## src/hdl/acm_pkg.sv

```systemverilog
// constants and types of the converter channel control block
//----------------------------------------------------------------------
// Functional notes
// - internal mode: positive codes 0-3 are internal sources, rest reserved
// - single-ended or differential: positive codes 0-11 pick pins 0-11
// - differential with gain: positive codes 0-7 only, top bit reserved
// - negative select only used in differential modes, ignored otherwise
// - differential without gain: negative codes 0-3 pick pins 0-3
// - differential with gain: negative codes 0-3 pick pins 4-7
// - condition: 00 complete, 01 below, 11 above, 10 reserved
// - priority field enables request at its level while flag set
// - flag set on completion, or only if configured compare holds
// - flag cleared by vector execution or by writing one
// - signed results are two's complement, top bit is sign
// - left adjusted: high gets 11:4, low upper nibble gets 3:0
// - right adjusted: high low nibble gets 11:8, low gets 7:0
// - right adjusted: high upper nibble is sign copy or zero
// - 8-bit: low byte result, high byte sign copy or zero
// - result pair read as one 16-bit value of one conversion
//----------------------------------------------------------------------
package acm_pkg;

  // register indices; byte address is four times the index
  localparam logic [3:0] IDX_CHANNEL_CONTROL  = 4'h0;
  localparam logic [3:0] IDX_INPUT_MUX_SELECT = 4'h1;
  localparam logic [3:0] IDX_IRQ_CONTROL      = 4'h2;
  localparam logic [3:0] IDX_IRQ_FLAG         = 4'h3;
  localparam logic [3:0] IDX_RESULT_LOW       = 4'h4;
  localparam logic [3:0] IDX_RESULT_HIGH      = 4'h5;
  localparam logic [3:0] IDX_CONVERT_CONFIG   = 4'h6;

  // field positions
  localparam int POS_INPUT_MODE  = 0;
  localparam int POS_NEG_SELECT  = 0;
  localparam int POS_POS_SELECT  = 3;
  localparam int POS_IRQ_LEVEL   = 0;
  localparam int POS_IRQ_COND    = 2;
  localparam int POS_IRQ_FLAG    = 0;
  localparam int POS_SIGNED_SEL  = 0;
  localparam int POS_RESOLUTION  = 1;

  // reset values
  localparam logic [7:0] RST_REG8   = 8'h00;
  localparam logic [7:0] RST_RESULT = 8'h00;

  // highest legal pin codes, and the first negative pin in gain mode
  localparam logic [3:0] POS_PIN_MAX  = 4'hB;
  localparam logic [3:0] POS_INT_MAX  = 4'h3;
  localparam logic [3:0] NEG_GAIN_BASE = 4'h4;

  // axi response codes
  localparam logic [1:0] RESP_OKAY   = 2'h0;
  localparam logic [1:0] RESP_SLVERR = 2'h2;

  typedef enum logic [1:0] {
    ACM_MODE_INTERNAL,
    ACM_MODE_SINGLE,
    ACM_MODE_DIFF,
    ACM_MODE_DIFF_GAIN
  } acm_input_mode_t;

  typedef enum logic [1:0] {
    ACM_COND_COMPLETE,
    ACM_COND_BELOW,
    ACM_COND_RESERVED,
    ACM_COND_ABOVE
  } acm_cond_t;

  typedef enum logic [1:0] {
    ACM_RES_12_RIGHT,
    ACM_RES_RESERVED,
    ACM_RES_8_BIT,
    ACM_RES_12_LEFT
  } acm_res_t;

  // routing towards the analog front end
  typedef struct packed {
    logic       pos_internal;
    logic [3:0] pos_code;
    logic       neg_used;
    logic [3:0] neg_pin;
    logic       code_reserved;
  } acm_route_t;

  // formatted result pair
  typedef struct packed {
    logic [7:0] high;
    logic [7:0] low;
  } acm_result_t;

endpackage : acm_pkg

```

## src/hdl/acm_channel.sv

```systemverilog
// converter channel control: input routing, flag, request, result format
`timescale 1ns/10ps
module acm_channel #(
  parameter int RESULT_W = 12
) (
  // clock and reset
  input  wire logic               aclk,
  input  wire logic               aresetn,
  // axi4-lite write address
  input  wire logic [5:0]         s_axi_awaddr,
  input  wire logic               s_axi_awvalid,
  output logic                    s_axi_awready,
  // axi4-lite write data
  input  wire logic [31:0]        s_axi_wdata,
  input  wire logic [3:0]         s_axi_wstrb,
  input  wire logic               s_axi_wvalid,
  output logic                    s_axi_wready,
  // axi4-lite write response
  output logic [1:0]              s_axi_bresp,
  output logic                    s_axi_bvalid,
  input  wire logic               s_axi_bready,
  // axi4-lite read address
  input  wire logic [5:0]         s_axi_araddr,
  input  wire logic               s_axi_arvalid,
  output logic                    s_axi_arready,
  // axi4-lite read data
  output logic [31:0]             s_axi_rdata,
  output logic [1:0]              s_axi_rresp,
  output logic                    s_axi_rvalid,
  input  wire logic               s_axi_rready,
  // converter side
  input  wire logic               conv_done,
  input  wire logic [RESULT_W-1:0] result_word,
  input  wire logic [RESULT_W-1:0] compare_threshold,
  // interrupt controller side
  input  wire logic               irq_vector_taken,
  output logic [1:0]              irq_request_level,
  // analog routing
  output acm_pkg::acm_route_t     route
);

  //--------------------------------------------------------------------
  // elaboration check
  //--------------------------------------------------------------------
  if (RESULT_W != 12) begin : g_bad_width
    $error("acm_channel: RESULT_W must be 12");
  end

  //--------------------------------------------------------------------
  // register state
  //--------------------------------------------------------------------
  acm_pkg::acm_input_mode_t input_mode_select_q;
  logic [3:0]           positive_input_select_q;
  logic [1:0]           negative_input_select_q;
  acm_pkg::acm_cond_t   irq_condition_select_q;
  logic [1:0]           irq_priority_level_q;
  logic                 irq_flag_q;
  logic                 signed_conversion_select_q;
  acm_pkg::acm_res_t    resolution_q;
  acm_pkg::acm_result_t result_q;
  logic [7:0]           high_temp_q;

  //--------------------------------------------------------------------
  // bus state
  //--------------------------------------------------------------------
  logic [3:0]  aw_idx_q;
  logic        aw_hit_q;
  logic [7:0]  w_byte_q;
  logic        w_lane_q;
  logic        wr_fire;
  logic [3:0]  ar_idx;
  logic        ar_fire;
  logic [7:0]  rd_byte;
  logic        rd_hit;

  //--------------------------------------------------------------------
  // write channels: each taken once, then held until response
  //--------------------------------------------------------------------
  // a write happens only once both halves are held and no answer waits
  assign wr_fire = !s_axi_awready && !s_axi_wready && !s_axi_bvalid;

  // write address ready and capture
  always_ff @(posedge aclk) begin
    if (!aresetn) begin
      s_axi_awready <= 1'b1;
      aw_idx_q      <= 4'h0;
      aw_hit_q      <= 1'b0;
    end else if (s_axi_awvalid && s_axi_awready) begin
      s_axi_awready <= 1'b0;
      aw_idx_q      <= s_axi_awaddr[5:2];
      aw_hit_q      <= s_axi_awaddr[5:2] <= acm_pkg::IDX_CONVERT_CONFIG;
    end else if (s_axi_bvalid && s_axi_bready) begin
      s_axi_awready <= 1'b1;
    end
  end

  // write data ready and capture; only byte lane 0 carries a register
  always_ff @(posedge aclk) begin
    if (!aresetn) begin
      s_axi_wready <= 1'b1;
      w_byte_q     <= 8'h00;
      w_lane_q     <= 1'b0;
    end else if (s_axi_wvalid && s_axi_wready) begin
      s_axi_wready <= 1'b0;
      w_byte_q     <= s_axi_wdata[7:0];
      w_lane_q     <= s_axi_wstrb[0];
    end else if (s_axi_bvalid && s_axi_bready) begin
      s_axi_wready <= 1'b1;
    end
  end

  // write response
  always_ff @(posedge aclk) begin
    if (!aresetn) begin
      s_axi_bvalid <= 1'b0;
      s_axi_bresp  <= acm_pkg::RESP_OKAY;
    end else if (wr_fire) begin
      s_axi_bvalid <= 1'b1;
      s_axi_bresp  <= aw_hit_q ? acm_pkg::RESP_OKAY
                               : acm_pkg::RESP_SLVERR;
    end else if (s_axi_bready) begin
      s_axi_bvalid <= 1'b0;
    end
  end

  //--------------------------------------------------------------------
  // control registers
  //--------------------------------------------------------------------
  // reserved bits are simply not stored, so they always read zero
  always_ff @(posedge aclk) begin
    if (!aresetn) begin
      input_mode_select_q        <= acm_pkg::ACM_MODE_INTERNAL;
      positive_input_select_q    <= 4'h0;
      negative_input_select_q    <= 2'h0;
      irq_condition_select_q     <= acm_pkg::ACM_COND_COMPLETE;
      irq_priority_level_q       <= 2'h0;
      signed_conversion_select_q <= 1'b0;
      resolution_q               <= acm_pkg::ACM_RES_12_RIGHT;
    end else if (wr_fire && w_lane_q) begin
      if (aw_idx_q == acm_pkg::IDX_CHANNEL_CONTROL) begin
        input_mode_select_q <= acm_pkg::acm_input_mode_t'(
          w_byte_q[acm_pkg::POS_INPUT_MODE +: 2]);
      end else if (aw_idx_q == acm_pkg::IDX_INPUT_MUX_SELECT) begin
        positive_input_select_q <=
          w_byte_q[acm_pkg::POS_POS_SELECT +: 4];
        negative_input_select_q <=
          w_byte_q[acm_pkg::POS_NEG_SELECT +: 2];
      end else if (aw_idx_q == acm_pkg::IDX_IRQ_CONTROL) begin
        irq_condition_select_q <= acm_pkg::acm_cond_t'(
          w_byte_q[acm_pkg::POS_IRQ_COND +: 2]);
        irq_priority_level_q <= w_byte_q[acm_pkg::POS_IRQ_LEVEL +: 2];
      end else if (aw_idx_q == acm_pkg::IDX_CONVERT_CONFIG) begin
        signed_conversion_select_q <= w_byte_q[acm_pkg::POS_SIGNED_SEL];
        resolution_q <= acm_pkg::acm_res_t'(
          w_byte_q[acm_pkg::POS_RESOLUTION +: 2]);
      end
    end
  end

  //--------------------------------------------------------------------
  // channel flag
  //--------------------------------------------------------------------
  logic cmp_below;
  logic cmp_above;
  logic flag_set;
  logic flag_clr;

  // signed compare when the conversion is signed
  always_comb begin
    if (signed_conversion_select_q) begin
      cmp_below = $signed(result_word) < $signed(compare_threshold);
      cmp_above = $signed(result_word) > $signed(compare_threshold);
    end else begin
      cmp_below = result_word < compare_threshold;
      cmp_above = result_word > compare_threshold;
    end
  end

  // set condition per configured mode; reserved mode never sets
  always_comb begin
    flag_set = 1'b0;
    if (conv_done) begin
      case (irq_condition_select_q)
        acm_pkg::ACM_COND_COMPLETE: flag_set = 1'b1;
        acm_pkg::ACM_COND_BELOW:    flag_set = cmp_below;
        acm_pkg::ACM_COND_ABOVE:    flag_set = cmp_above;
        default:                    flag_set = 1'b0;
      endcase
    end
  end

  // clear by vector execution or write-one
  assign flag_clr = irq_vector_taken
                  || (wr_fire && w_lane_q
                      && aw_idx_q == acm_pkg::IDX_IRQ_FLAG
                      && w_byte_q[acm_pkg::POS_IRQ_FLAG]);

  // a new event in the clearing cycle wins so it is not lost
  always_ff @(posedge aclk) begin
    if (!aresetn) begin
      irq_flag_q <= 1'b0;
    end else if (flag_set) begin
      irq_flag_q <= 1'b1;
    end else if (flag_clr) begin
      irq_flag_q <= 1'b0;
    end
  end

  //--------------------------------------------------------------------
  // interrupt request
  //--------------------------------------------------------------------
  // level zero keeps the request quiet even with the flag up
  always_ff @(posedge aclk) begin
    if (!aresetn) begin
      irq_request_level <= 2'h0;
    end else if (irq_flag_q && irq_priority_level_q != 2'h0) begin
      irq_request_level <= irq_priority_level_q;
    end else begin
      irq_request_level <= 2'h0;
    end
  end

  //--------------------------------------------------------------------
  // input routing decode
  //--------------------------------------------------------------------
  acm_pkg::acm_route_t route_d;

  always_comb begin
    route_d          = '0;
    route_d.pos_code = positive_input_select_q;
    case (input_mode_select_q)
      acm_pkg::ACM_MODE_INTERNAL: begin
        route_d.pos_internal  = 1'b1;
        route_d.code_reserved =
          positive_input_select_q > acm_pkg::POS_INT_MAX;
      end
      acm_pkg::ACM_MODE_SINGLE: begin
        route_d.code_reserved =
          positive_input_select_q > acm_pkg::POS_PIN_MAX;
      end
      acm_pkg::ACM_MODE_DIFF: begin
        route_d.code_reserved =
          positive_input_select_q > acm_pkg::POS_PIN_MAX;
        route_d.neg_used = 1'b1;
        route_d.neg_pin  = {2'b00, negative_input_select_q};
      end
      default: begin
        route_d.code_reserved = positive_input_select_q[3];
        route_d.neg_used = 1'b1;
        route_d.neg_pin  = acm_pkg::NEG_GAIN_BASE
                         | {2'b00, negative_input_select_q};
      end
    endcase
  end

  // registered so the front end sees glitch-free selects
  always_ff @(posedge aclk) begin
    if (!aresetn) begin
      route <= '0;
    end else begin
      route <= route_d;
    end
  end

  //--------------------------------------------------------------------
  // result formatting
  //--------------------------------------------------------------------
  acm_pkg::acm_result_t result_d;
  logic                 sign11;
  logic                 sign7;

  // sign copies only in signed conversion, zeros otherwise
  assign sign11 = signed_conversion_select_q & result_word[11];
  assign sign7  = signed_conversion_select_q & result_word[7];

  always_comb begin
    case (resolution_q)
      acm_pkg::ACM_RES_12_LEFT: begin
        result_d.high = result_word[11:4];
        result_d.low  = {result_word[3:0], 4'h0};
      end
      acm_pkg::ACM_RES_8_BIT: begin
        result_d.high = {8{sign7}};
        result_d.low  = result_word[7:0];
      end
      default: begin
        result_d.high = {{4{sign11}}, result_word[11:8]};
        result_d.low  = result_word[7:0];
      end
    endcase
  end

  // both bytes captured on the same edge from one conversion
  always_ff @(posedge aclk) begin
    if (!aresetn) begin
      result_q <= {acm_pkg::RST_RESULT, acm_pkg::RST_RESULT};
    end else if (conv_done) begin
      result_q <= result_d;
    end
  end

  //--------------------------------------------------------------------
  // read channel
  //--------------------------------------------------------------------
  assign ar_idx  = s_axi_araddr[5:2];
  assign ar_fire = s_axi_arvalid && s_axi_arready;

  // read decode; result registers are never written
  always_comb begin
    rd_byte = 8'h00;
    rd_hit  = 1'b1;
    if (ar_idx == acm_pkg::IDX_CHANNEL_CONTROL) begin
      rd_byte[acm_pkg::POS_INPUT_MODE +: 2] = input_mode_select_q;
    end else if (ar_idx == acm_pkg::IDX_INPUT_MUX_SELECT) begin
      rd_byte[acm_pkg::POS_POS_SELECT +: 4] = positive_input_select_q;
      rd_byte[acm_pkg::POS_NEG_SELECT +: 2] = negative_input_select_q;
    end else if (ar_idx == acm_pkg::IDX_IRQ_CONTROL) begin
      rd_byte[acm_pkg::POS_IRQ_COND +: 2]  = irq_condition_select_q;
      rd_byte[acm_pkg::POS_IRQ_LEVEL +: 2] = irq_priority_level_q;
    end else if (ar_idx == acm_pkg::IDX_IRQ_FLAG) begin
      rd_byte[acm_pkg::POS_IRQ_FLAG] = irq_flag_q;
    end else if (ar_idx == acm_pkg::IDX_RESULT_LOW) begin
      rd_byte = result_q.low;
    end else if (ar_idx == acm_pkg::IDX_RESULT_HIGH) begin
      rd_byte = high_temp_q;
    end else if (ar_idx == acm_pkg::IDX_CONVERT_CONFIG) begin
      rd_byte[acm_pkg::POS_SIGNED_SEL]      = signed_conversion_select_q;
      rd_byte[acm_pkg::POS_RESOLUTION +: 2] = resolution_q;
    end else begin
      rd_hit = 1'b0;
    end
  end

  // reading the low byte freezes the high byte for the next read
  always_ff @(posedge aclk) begin
    if (!aresetn) begin
      high_temp_q <= acm_pkg::RST_RESULT;
    end else if (ar_fire && ar_idx == acm_pkg::IDX_RESULT_LOW) begin
      high_temp_q <= result_q.high;
    end
  end

  // read address ready; one read outstanding at a time
  always_ff @(posedge aclk) begin
    if (!aresetn) begin
      s_axi_arready <= 1'b1;
    end else if (ar_fire) begin
      s_axi_arready <= 1'b0;
    end else if (s_axi_rvalid && s_axi_rready) begin
      s_axi_arready <= 1'b1;
    end
  end

  // read data, answered on the same edge that takes the address
  always_ff @(posedge aclk) begin
    if (!aresetn) begin
      s_axi_rvalid <= 1'b0;
      s_axi_rdata  <= 32'h0000_0000;
      s_axi_rresp  <= acm_pkg::RESP_OKAY;
    end else if (ar_fire) begin
      s_axi_rvalid <= 1'b1;
      s_axi_rdata  <= {24'h00_0000, rd_byte};
      s_axi_rresp  <= rd_hit ? acm_pkg::RESP_OKAY
                             : acm_pkg::RESP_SLVERR;
    end else if (s_axi_rready) begin
      s_axi_rvalid <= 1'b0;
    end
  end

endmodule : acm_channel

```

## config.mk

```make
export PLATFORM = sky130hd
export DESIGN_NAME = acm_channel
export DESIGN_NICKNAME = d
export VERILOG_FILES = /design/src/hdl/acm_pkg.sv /design/src/hdl/acm_channel.sv
export SDC_FILE = /design/constraint.sdc
export NUM_CORES = 1
export LEC_CHECK = 0
export BUFFER_PORTS_ARGS = -buffer_cell sky130_fd_sc_hd__clkbuf_2
export CORE_MARGIN = 2
export CORE_UTILIZATION = 40
export DETAILED_ROUTE_END_ITERATION = 8
export GPL_TIMING_DRIVEN = 0
export PLACE_DENSITY = 0.66
export SKIP_LAST_GASP = 1
export SLEW_MARGIN = 20
export SYNTH_ARGS = -nofsm -noshare
export SYNTH_HDL_FRONTEND = slang
export SYNTH_SLANG_ARGS = --single-unit
```

## constraint.sdc

```tcl
create_clock -name aclk -period 1.99 [get_ports aclk]
set_input_delay 0.199 -clock aclk [delete_from_list [all_inputs] [get_ports aclk]]
set_output_delay 0.199 -clock aclk [all_outputs]
set_load 0.05 [all_outputs]
```

Yosys cells after proc, flatten, opt, wreduce, memory -nomap -nowiden:

Index checks and enable logic that the tools add are counted.

* register bits: 83
* word-level logic and storage cells: 133
* output and inout port bits: 54
* bits of input ports: 81
* RAM bits: 0
* ROM bits: 0
* memories: 0
* latch bits: 0

* muxes and demuxes: 42
* order comparisons: 7
* $add $sub $neg: 0
* bitwise gates (word level): 5
* multiply operators: 0
* div/mod/pow operators: 0
* eq/ne operators: 16
* shift-type cells: 0
* reduce and logical (&&, ||, !) cells: 34

Operator list (number)
* $pmux W16 S2: 1
* $mux W1: 25
* $gt A12 B12 Y1: 2
* $lt A12 B12 Y1: 2
* $eq A4 B2 Y1 const B: 4
* $eq A4 B3 Y1 const B: 4
* $reduce_bool A2 Y1: 7
* $logic_and A1 B1 Y1: 12
* $mux W4: 3
* $pmux W5 S2: 1
* $eq A2 B2 Y1 const B: 4
* $eq A4 B1 Y1 const B: 2
* $logic_not A4 Y1: 2
* $mux W2: 4
* $mux W8: 1
* $mux W7: 1
* $mux W3: 2
* $mux W6: 1
* $mux W5: 1
* $reduce_and A5 Y1: 1
* $eq A2 B1 Y1 const B: 2
* $gt A4 B2 Y1 const B: 1
* $gt A4 B4 Y1 const B: 1
* $le A4 B3 Y1 const B: 1
* 11 further kinds: 19

Logic depth before layout (Yosys ltp):

* depth after elaboration: 9
* mapped depth: 8
* gate-level depth less buffers: 8

Worst setup path after synthesis:

OpenSTA, ideal clock, no wires.

* kind: register -> register
* from: reg s_axi_bvalid
* to: reg input_mode_select_q[0]
* setup time: 0.116 ns
* required time: 1.874 ns
* period minus slack after synthesis: 1.888 ns
* path buffers: 0
* setup slack: 0.102 ns
* cell stages (with the launch flop): 6
* arrival: 1.771 ns
* cell sequence: dfxtp_1 > or3_4 > nor4b_4 > nor3b_4 > mux2i_1 > nor2b_1

* longest elaborated chain between the ends: 4

Ends and longest elaborated chain
* start: declaration: RTL line acm_channel.sv:20 `output logic s_axi_bvalid,`
* start signal: assignment: RTL line acm_channel.sv:115 `s_axi_bvalid <= 1'b0;`
* start signal: assignment: RTL line acm_channel.sv:118 `s_axi_bvalid <= 1'b1;`
* start signal: assignment: RTL line acm_channel.sv:122 `s_axi_bvalid <= 1'b0;`
* $logic_not A1 Y1: RTL line acm_channel.sv:80 `assign wr_fire = !s_axi_awready && !s_axi_wready && !s_axi_bvalid;`
* $logic_and A1 B1 Y1: RTL line acm_channel.sv:80
* $logic_and A1 B1 Y1: RTL line acm_channel.sv:139 `end else if (wr_fire && w_lane_q) begin`
* $reduce_and A2 Y1 (no line)
* end signal: assignment: RTL line acm_channel.sv:132 `input_mode_select_q <= acm_pkg::ACM_MODE_INTERNAL;`
* end signal: assignment: RTL line acm_channel.sv:141 `input_mode_select_q <= acm_pkg::acm_input_mode_t'(`
* end: declaration: RTL line acm_channel.sv:52 `acm_pkg::acm_input_mode_t input_mode_select_q;`

Every way passes these cells.
A chain may end at the register's enable or synchronous reset.

Final worst setup path:

* from: reg resolution_q[1]
* to: reg result_q[4] in the netlist's numbering

* longest elaborated chain between the ends: 2
* elaborated cells on any way between the ends: 3
* those cells by class: eq/ne (2); mux (1)

Ends and longest elaborated chain
* start: declaration: RTL line acm_channel.sv:59 `acm_pkg::acm_res_t resolution_q;`
* start signal: assignment: RTL line acm_channel.sv:138 `resolution_q <= acm_pkg::ACM_RES_12_RIGHT;`
* start signal: assignment: RTL line acm_channel.sv:154 `resolution_q <= acm_pkg::acm_res_t'(`
* $eq A2 B2 Y1: RTL line acm_channel.sv:277 `case (resolution_q)`
* $pmux W16 S2 *: RTL line acm_channel.sv:277
* end signal: assignment: RTL line acm_channel.sv:296 `result_q <= {acm_pkg::RST_RESULT, acm_pkg::RST_RESULT};`
* end signal: assignment: RTL line acm_channel.sv:298 `result_q <= result_d;`
* end: declaration: RTL line acm_channel.sv:60 `acm_pkg::acm_result_t result_q;`

Every way passes the cells marked *; elsewhere a longest branch is shown, timed or not.

==> flow_results.xml <==
<?xml version="1.0" encoding="UTF-8"?>
<metrics>
  <group name="floorplan">
    <metric name="die_y" unit="um">104</metric>
    <metric name="dieArea" unit="sq um">10800</metric>
    <metric name="core" unit="sq um">9730</metric>
    <metric name="initial_core_util" unit="%">41.2</metric>
    <metric name="placementRows" unit="">36</metric>
    <metric name="floorplan.io_pins" unit="">135</metric>
    <metric name="fp.dieW" unit="um">104</metric>
  </group>
  <group name="run">
    <metric name="timing.max_cap.violations" unit="">0</metric>
  </group>
  <group name="sta">
    <metric name="timing.max_slew.rel_slack" unit="%">48.3</metric>
    <metric name="timing_worst_slew_pin_value" unit="ps">769</metric>
    <metric name="post_route_clock_skew" unit="ps">8.05</metric>
    <metric name="hold_viol" unit="">0</metric>
    <metric name="timing.final.crit_share" unit="%">94.7</metric>
    <metric name="setup-violations-final" unit="">0</metric>
    <metric name="fmaxAchievable" unit="GHz">0.531</metric>
    <metric name="grt_setup_unrepaired" unit="">no</metric>
    <metric name="period_needed" unit="ps">1880</metric>
    <metric name="slew_violations" unit="">0</metric>
  </group>
  <group name="clocking">
    <metric name="cts_max_level" unit="">3</metric>
    <metric name="cts_resized" unit="">0</metric>
    <metric name="numCtsBuffers" unit="">9</metric>
    <metric name="cts.root.buffer_cell" unit="">sky130_fd_sc_hd__clkbuf_8</metric>
    <metric name="clock_sinks" unit="">80</metric>
    <metric name="holdBufCountCts" unit="">0</metric>
    <metric name="clkTransAtPathRegs" unit="ps">80</metric>
    <metric name="clock_latency" unit="ps">360</metric>
    <metric name="max-clock-path-buffers" unit="">2</metric>
    <metric name="tritoncts" unit="">done</metric>
    <metric name="buffer_count_from_post_cts_setup_fixing" unit="">0</metric>
  </group>
  <group name="final_layout">
    <metric name="syn2layout_area_growth" unit="%">20.9</metric>
    <metric name="n_antenna_cell" unit="">0</metric>
    <metric name="num-nets-final" unit="">653</metric>
    <metric name="layout.cells.most_common" unit="">sky130_fd_sc_hd__dfxtp_1</metric>
    <metric name="layout.cells.most_common_list" unit="">sky130_fd_sc_hd__dfxtp_1, sky130_fd_sc_hd__clkbuf_2, sky130_fd_sc_hd__nand2_1</metric>
    <metric name="post_layout_nonfiller_instances" unit="">694</metric>
    <metric name="drive_above_1_share" unit="%">22.3</metric>
  </group>
  <group name="worst_setup_path">
    <metric name="critical_path.max_fanout" unit="">10</metric>
    <metric name="setup.worst_path.start_class" unit="">flop</metric>
    <metric name="slowest_cp_cell" unit="">sky130_fd_sc_hd__clkbuf_1</metric>
    <metric name="ff2ff_setup_slack" unit="ps">110</metric>
    <metric name="worst_ep_arrival_time" unit="ps">2190</metric>
    <metric name="timing.setup.critical_path_class" unit="">flop to flop</metric>
    <metric name="most_frequent_cp_cell" unit="">sky130_fd_sc_hd__clkbuf_1</metric>
    <metric name="crit_path_max_incr_delay" unit="ps">410</metric>
    <metric name="critical_path.cell_chain" unit="">clkbuf_1 &gt; clkbuf_1 &gt; nand2_1 &gt; o211ai_1 &gt; o211a_1</metric>
    <metric name="crit_path_end_kind" unit="">flop</metric>
    <metric name="timing.critical_path.required" unit="ps">2300</metric>
  </group>
  <group name="worst_hold_path">
    <metric name="timing.hold.worst.class" unit="">input port to flop</metric>
  </group>
  <group name="synthesis">
    <metric name="syn_inst" unit="">449</metric>
    <metric name="synthesis.area_per_instance" unit="sq um">8.92</metric>
    <metric name="synth_async_sr_flop_share" unit="%">0</metric>
    <metric name="synth-seq-cells" unit="">80</metric>
    <metric name="yosys_warnings" unit="">0</metric>
    <metric name="synthesis.area" unit="sq um">4000</metric>
    <metric name="synth_sequential_area_ratio" unit="%">40.0</metric>
    <metric name="netlist-cell-type-count" unit="">51</metric>
    <metric name="number_of_enable_type_register_cells_in_the_synthesized_netlist" unit="">0</metric>
    <metric name="postSynth.topFlopCell" unit="">sky130_fd_sc_hd__dfxtp_1</metric>
  </group>
  <group name="power">
    <metric name="static-leakage-power" unit="nW">2.21</metric>
    <metric name="peakVddDrop" unit="mV">0.354</metric>
    <metric name="power.total" unit="mW">3.60</metric>
    <metric name="power_per_cell_area" unit="nW/um^2">742</metric>
  </group>
  <group name="global_route">
    <metric name="grt_pass1_vias" unit="">3183</metric>
    <metric name="grt_first_pass_wirelength" unit="um">15700</metric>
    <metric name="grt_max_degree" unit="">14</metric>
    <metric name="grt.overflow.total" unit="">0</metric>
    <metric name="track_usage" unit="%">18.1</metric>
    <metric name="grt_antenna_before_repair" unit="">0</metric>
  </group>
  <group name="placement">
    <metric name="placement.io_buffers" unit="">71</metric>
    <metric name="placed_cells" unit="">679</metric>
    <metric name="detailed_place_hpwl" unit="um">7470</metric>
    <metric name="gp_routability_congestion" unit="">0.851</metric>
  </group>
  <group name="routing">
    <metric name="vias" unit="">3409</metric>
    <metric name="drt-total-wl" unit="um">9790</metric>
    <metric name="wire_per_inst" unit="um">14.1</metric>
    <metric name="detailedRoute.firstPassIterationCount" unit="">4</metric>
    <metric name="drt-vias-per-instance" unit="">4.91</metric>
    <metric name="drt_first_iter_violations" unit="">144</metric>
    <metric name="postRouteAntennaNets" unit="">0</metric>
    <metric name="drc" unit="">0</metric>
  </group>
  <group name="status">
    <metric name="outcome" unit="">finished, final reports clean</metric>
  </group>
</metrics>
[stage by stage]
step	instance area (sq um)	worst slack [ps]	setup TNS, ps	util [%]	hold slack (ps)
floorplan	4100	102	0	-	344
global placement	4620	-23.5	-23.5	47.5	443
detailed placement	4620	22.8	0	47.5	454
CTS	4840	142	0	49.8	66.4
global route	4840	27.7	0	49.8	77.2
finish	4840	106	0	49.8	75.0
[Yosys cell counts, drive strengths merged (2+ instances only)]
cell type | count | area share (%)
nand2b | 9 | 1.4
mux2 | 4 | 1.1
a221oi | 3 | 0.66
inv | 20 | 1.9
dfxtp | 80 | 40
nor4b | 2 | 0.81
a21o | 3 | 0.56
a31oi | 5 | 0.78
nand3 | 16 | 2.0
nor4 | 2 | 0.69
buf | 30 | 5.4
clkbuf | 21 | 2.0
and2 | 12 | 1.9
ha | 15 | 4.7
o21ai | 17 | 2.1
a21oi | 17 | 2.1
o211ai | 4 | 0.75
nor3b | 4 | 1.0
nand2 | 51 | 4.8
o211a | 4 | 1.0
nand4 | 3 | 0.47
nor2 | 12 | 1.1
or3 | 2 | 0.44
o21a | 4 | 0.75
nor2b | 32 | 5.0
a21boi | 21 | 3.9
nand3b | 3 | 0.66
mux2i | 32 | 8.0
a211oi | 2 | 0.37
and3 | 4 | 0.62
[metal layers]
layer,global-route usage (%),vias up,part of all wire (%),wire [um]
li1,-,1705,-,-
met1,24.6,1571,48,4660
met2,28.7,112,45,4410
met3,2.57,21,5.3,518
met4,7.63,0,2.1,204
met5,0,-,0,0
[worst paths after layout]
path / from / endpoint / cells past startpoint
max reg2reg: resolution_q[1]$_SDFFE_PN0P_ / result_q[4]$_SDFFE_PN0P_ / 5
max: resolution_q[1]$_SDFFE_PN0P_ / result_q[4]$_SDFFE_PN0P_ / 5
min: s_axi_wdata[4] / w_byte_q[4]$_SDFFE_PN0P_ / 3
min reg2reg: w_byte_q[4]$_SDFFE_PN0P_ / w_byte_q[4]$_SDFFE_PN0P_ / 2
[report_power, final]
group | switching, mW | internal, mW
Combinational | 0.372 | 0.189
Clock | 0.605 | 0.734
Sequential | 0.0429 | 1.65
[flip-flops by register name (all words and copies together), names as in the netlist, 4 cells and up]
signal                   count
result_q                    16
route                       10
high_temp_q                  8
s_axi_rdata                  8
w_byte_q                     7
aw_idx_q                     4
positive_input_select_q      4
[worst max-delay path: cells and delay by family (launching register included)]
kind	cells	cell delay, ps
buf+inv	2	700
compound gates	2	530
flops	1	310
simple gates	1	290
[cell families (layout without fill, tap and decap cells)]
family,Yosys count,in the layout,share of synthesized area [%]
other,1,27,0.0937
buffers and inverters,72,158,9.37
adder cells (fa/ha/maj),15,15,4.69
AO/OA/AOI/OAI,90,90,15.2
AND/OR/NAND/NOR,155,155,21.5
multiplexers,36,36,9.12
flip-flops,80,80,40.0
[cell type report]
class                      count  area [sq um]
fill                         956          4890
timing repair buffer          71           355
multi-input combinational    323          2120
buffer                        51           297
clock buffer                  10           138
clock inverter                 5          81.3
tap                          133           166
sequential                    80          1600
inverter                      21          78.8
Note: power is estimated with default switching activity, not from simulation.
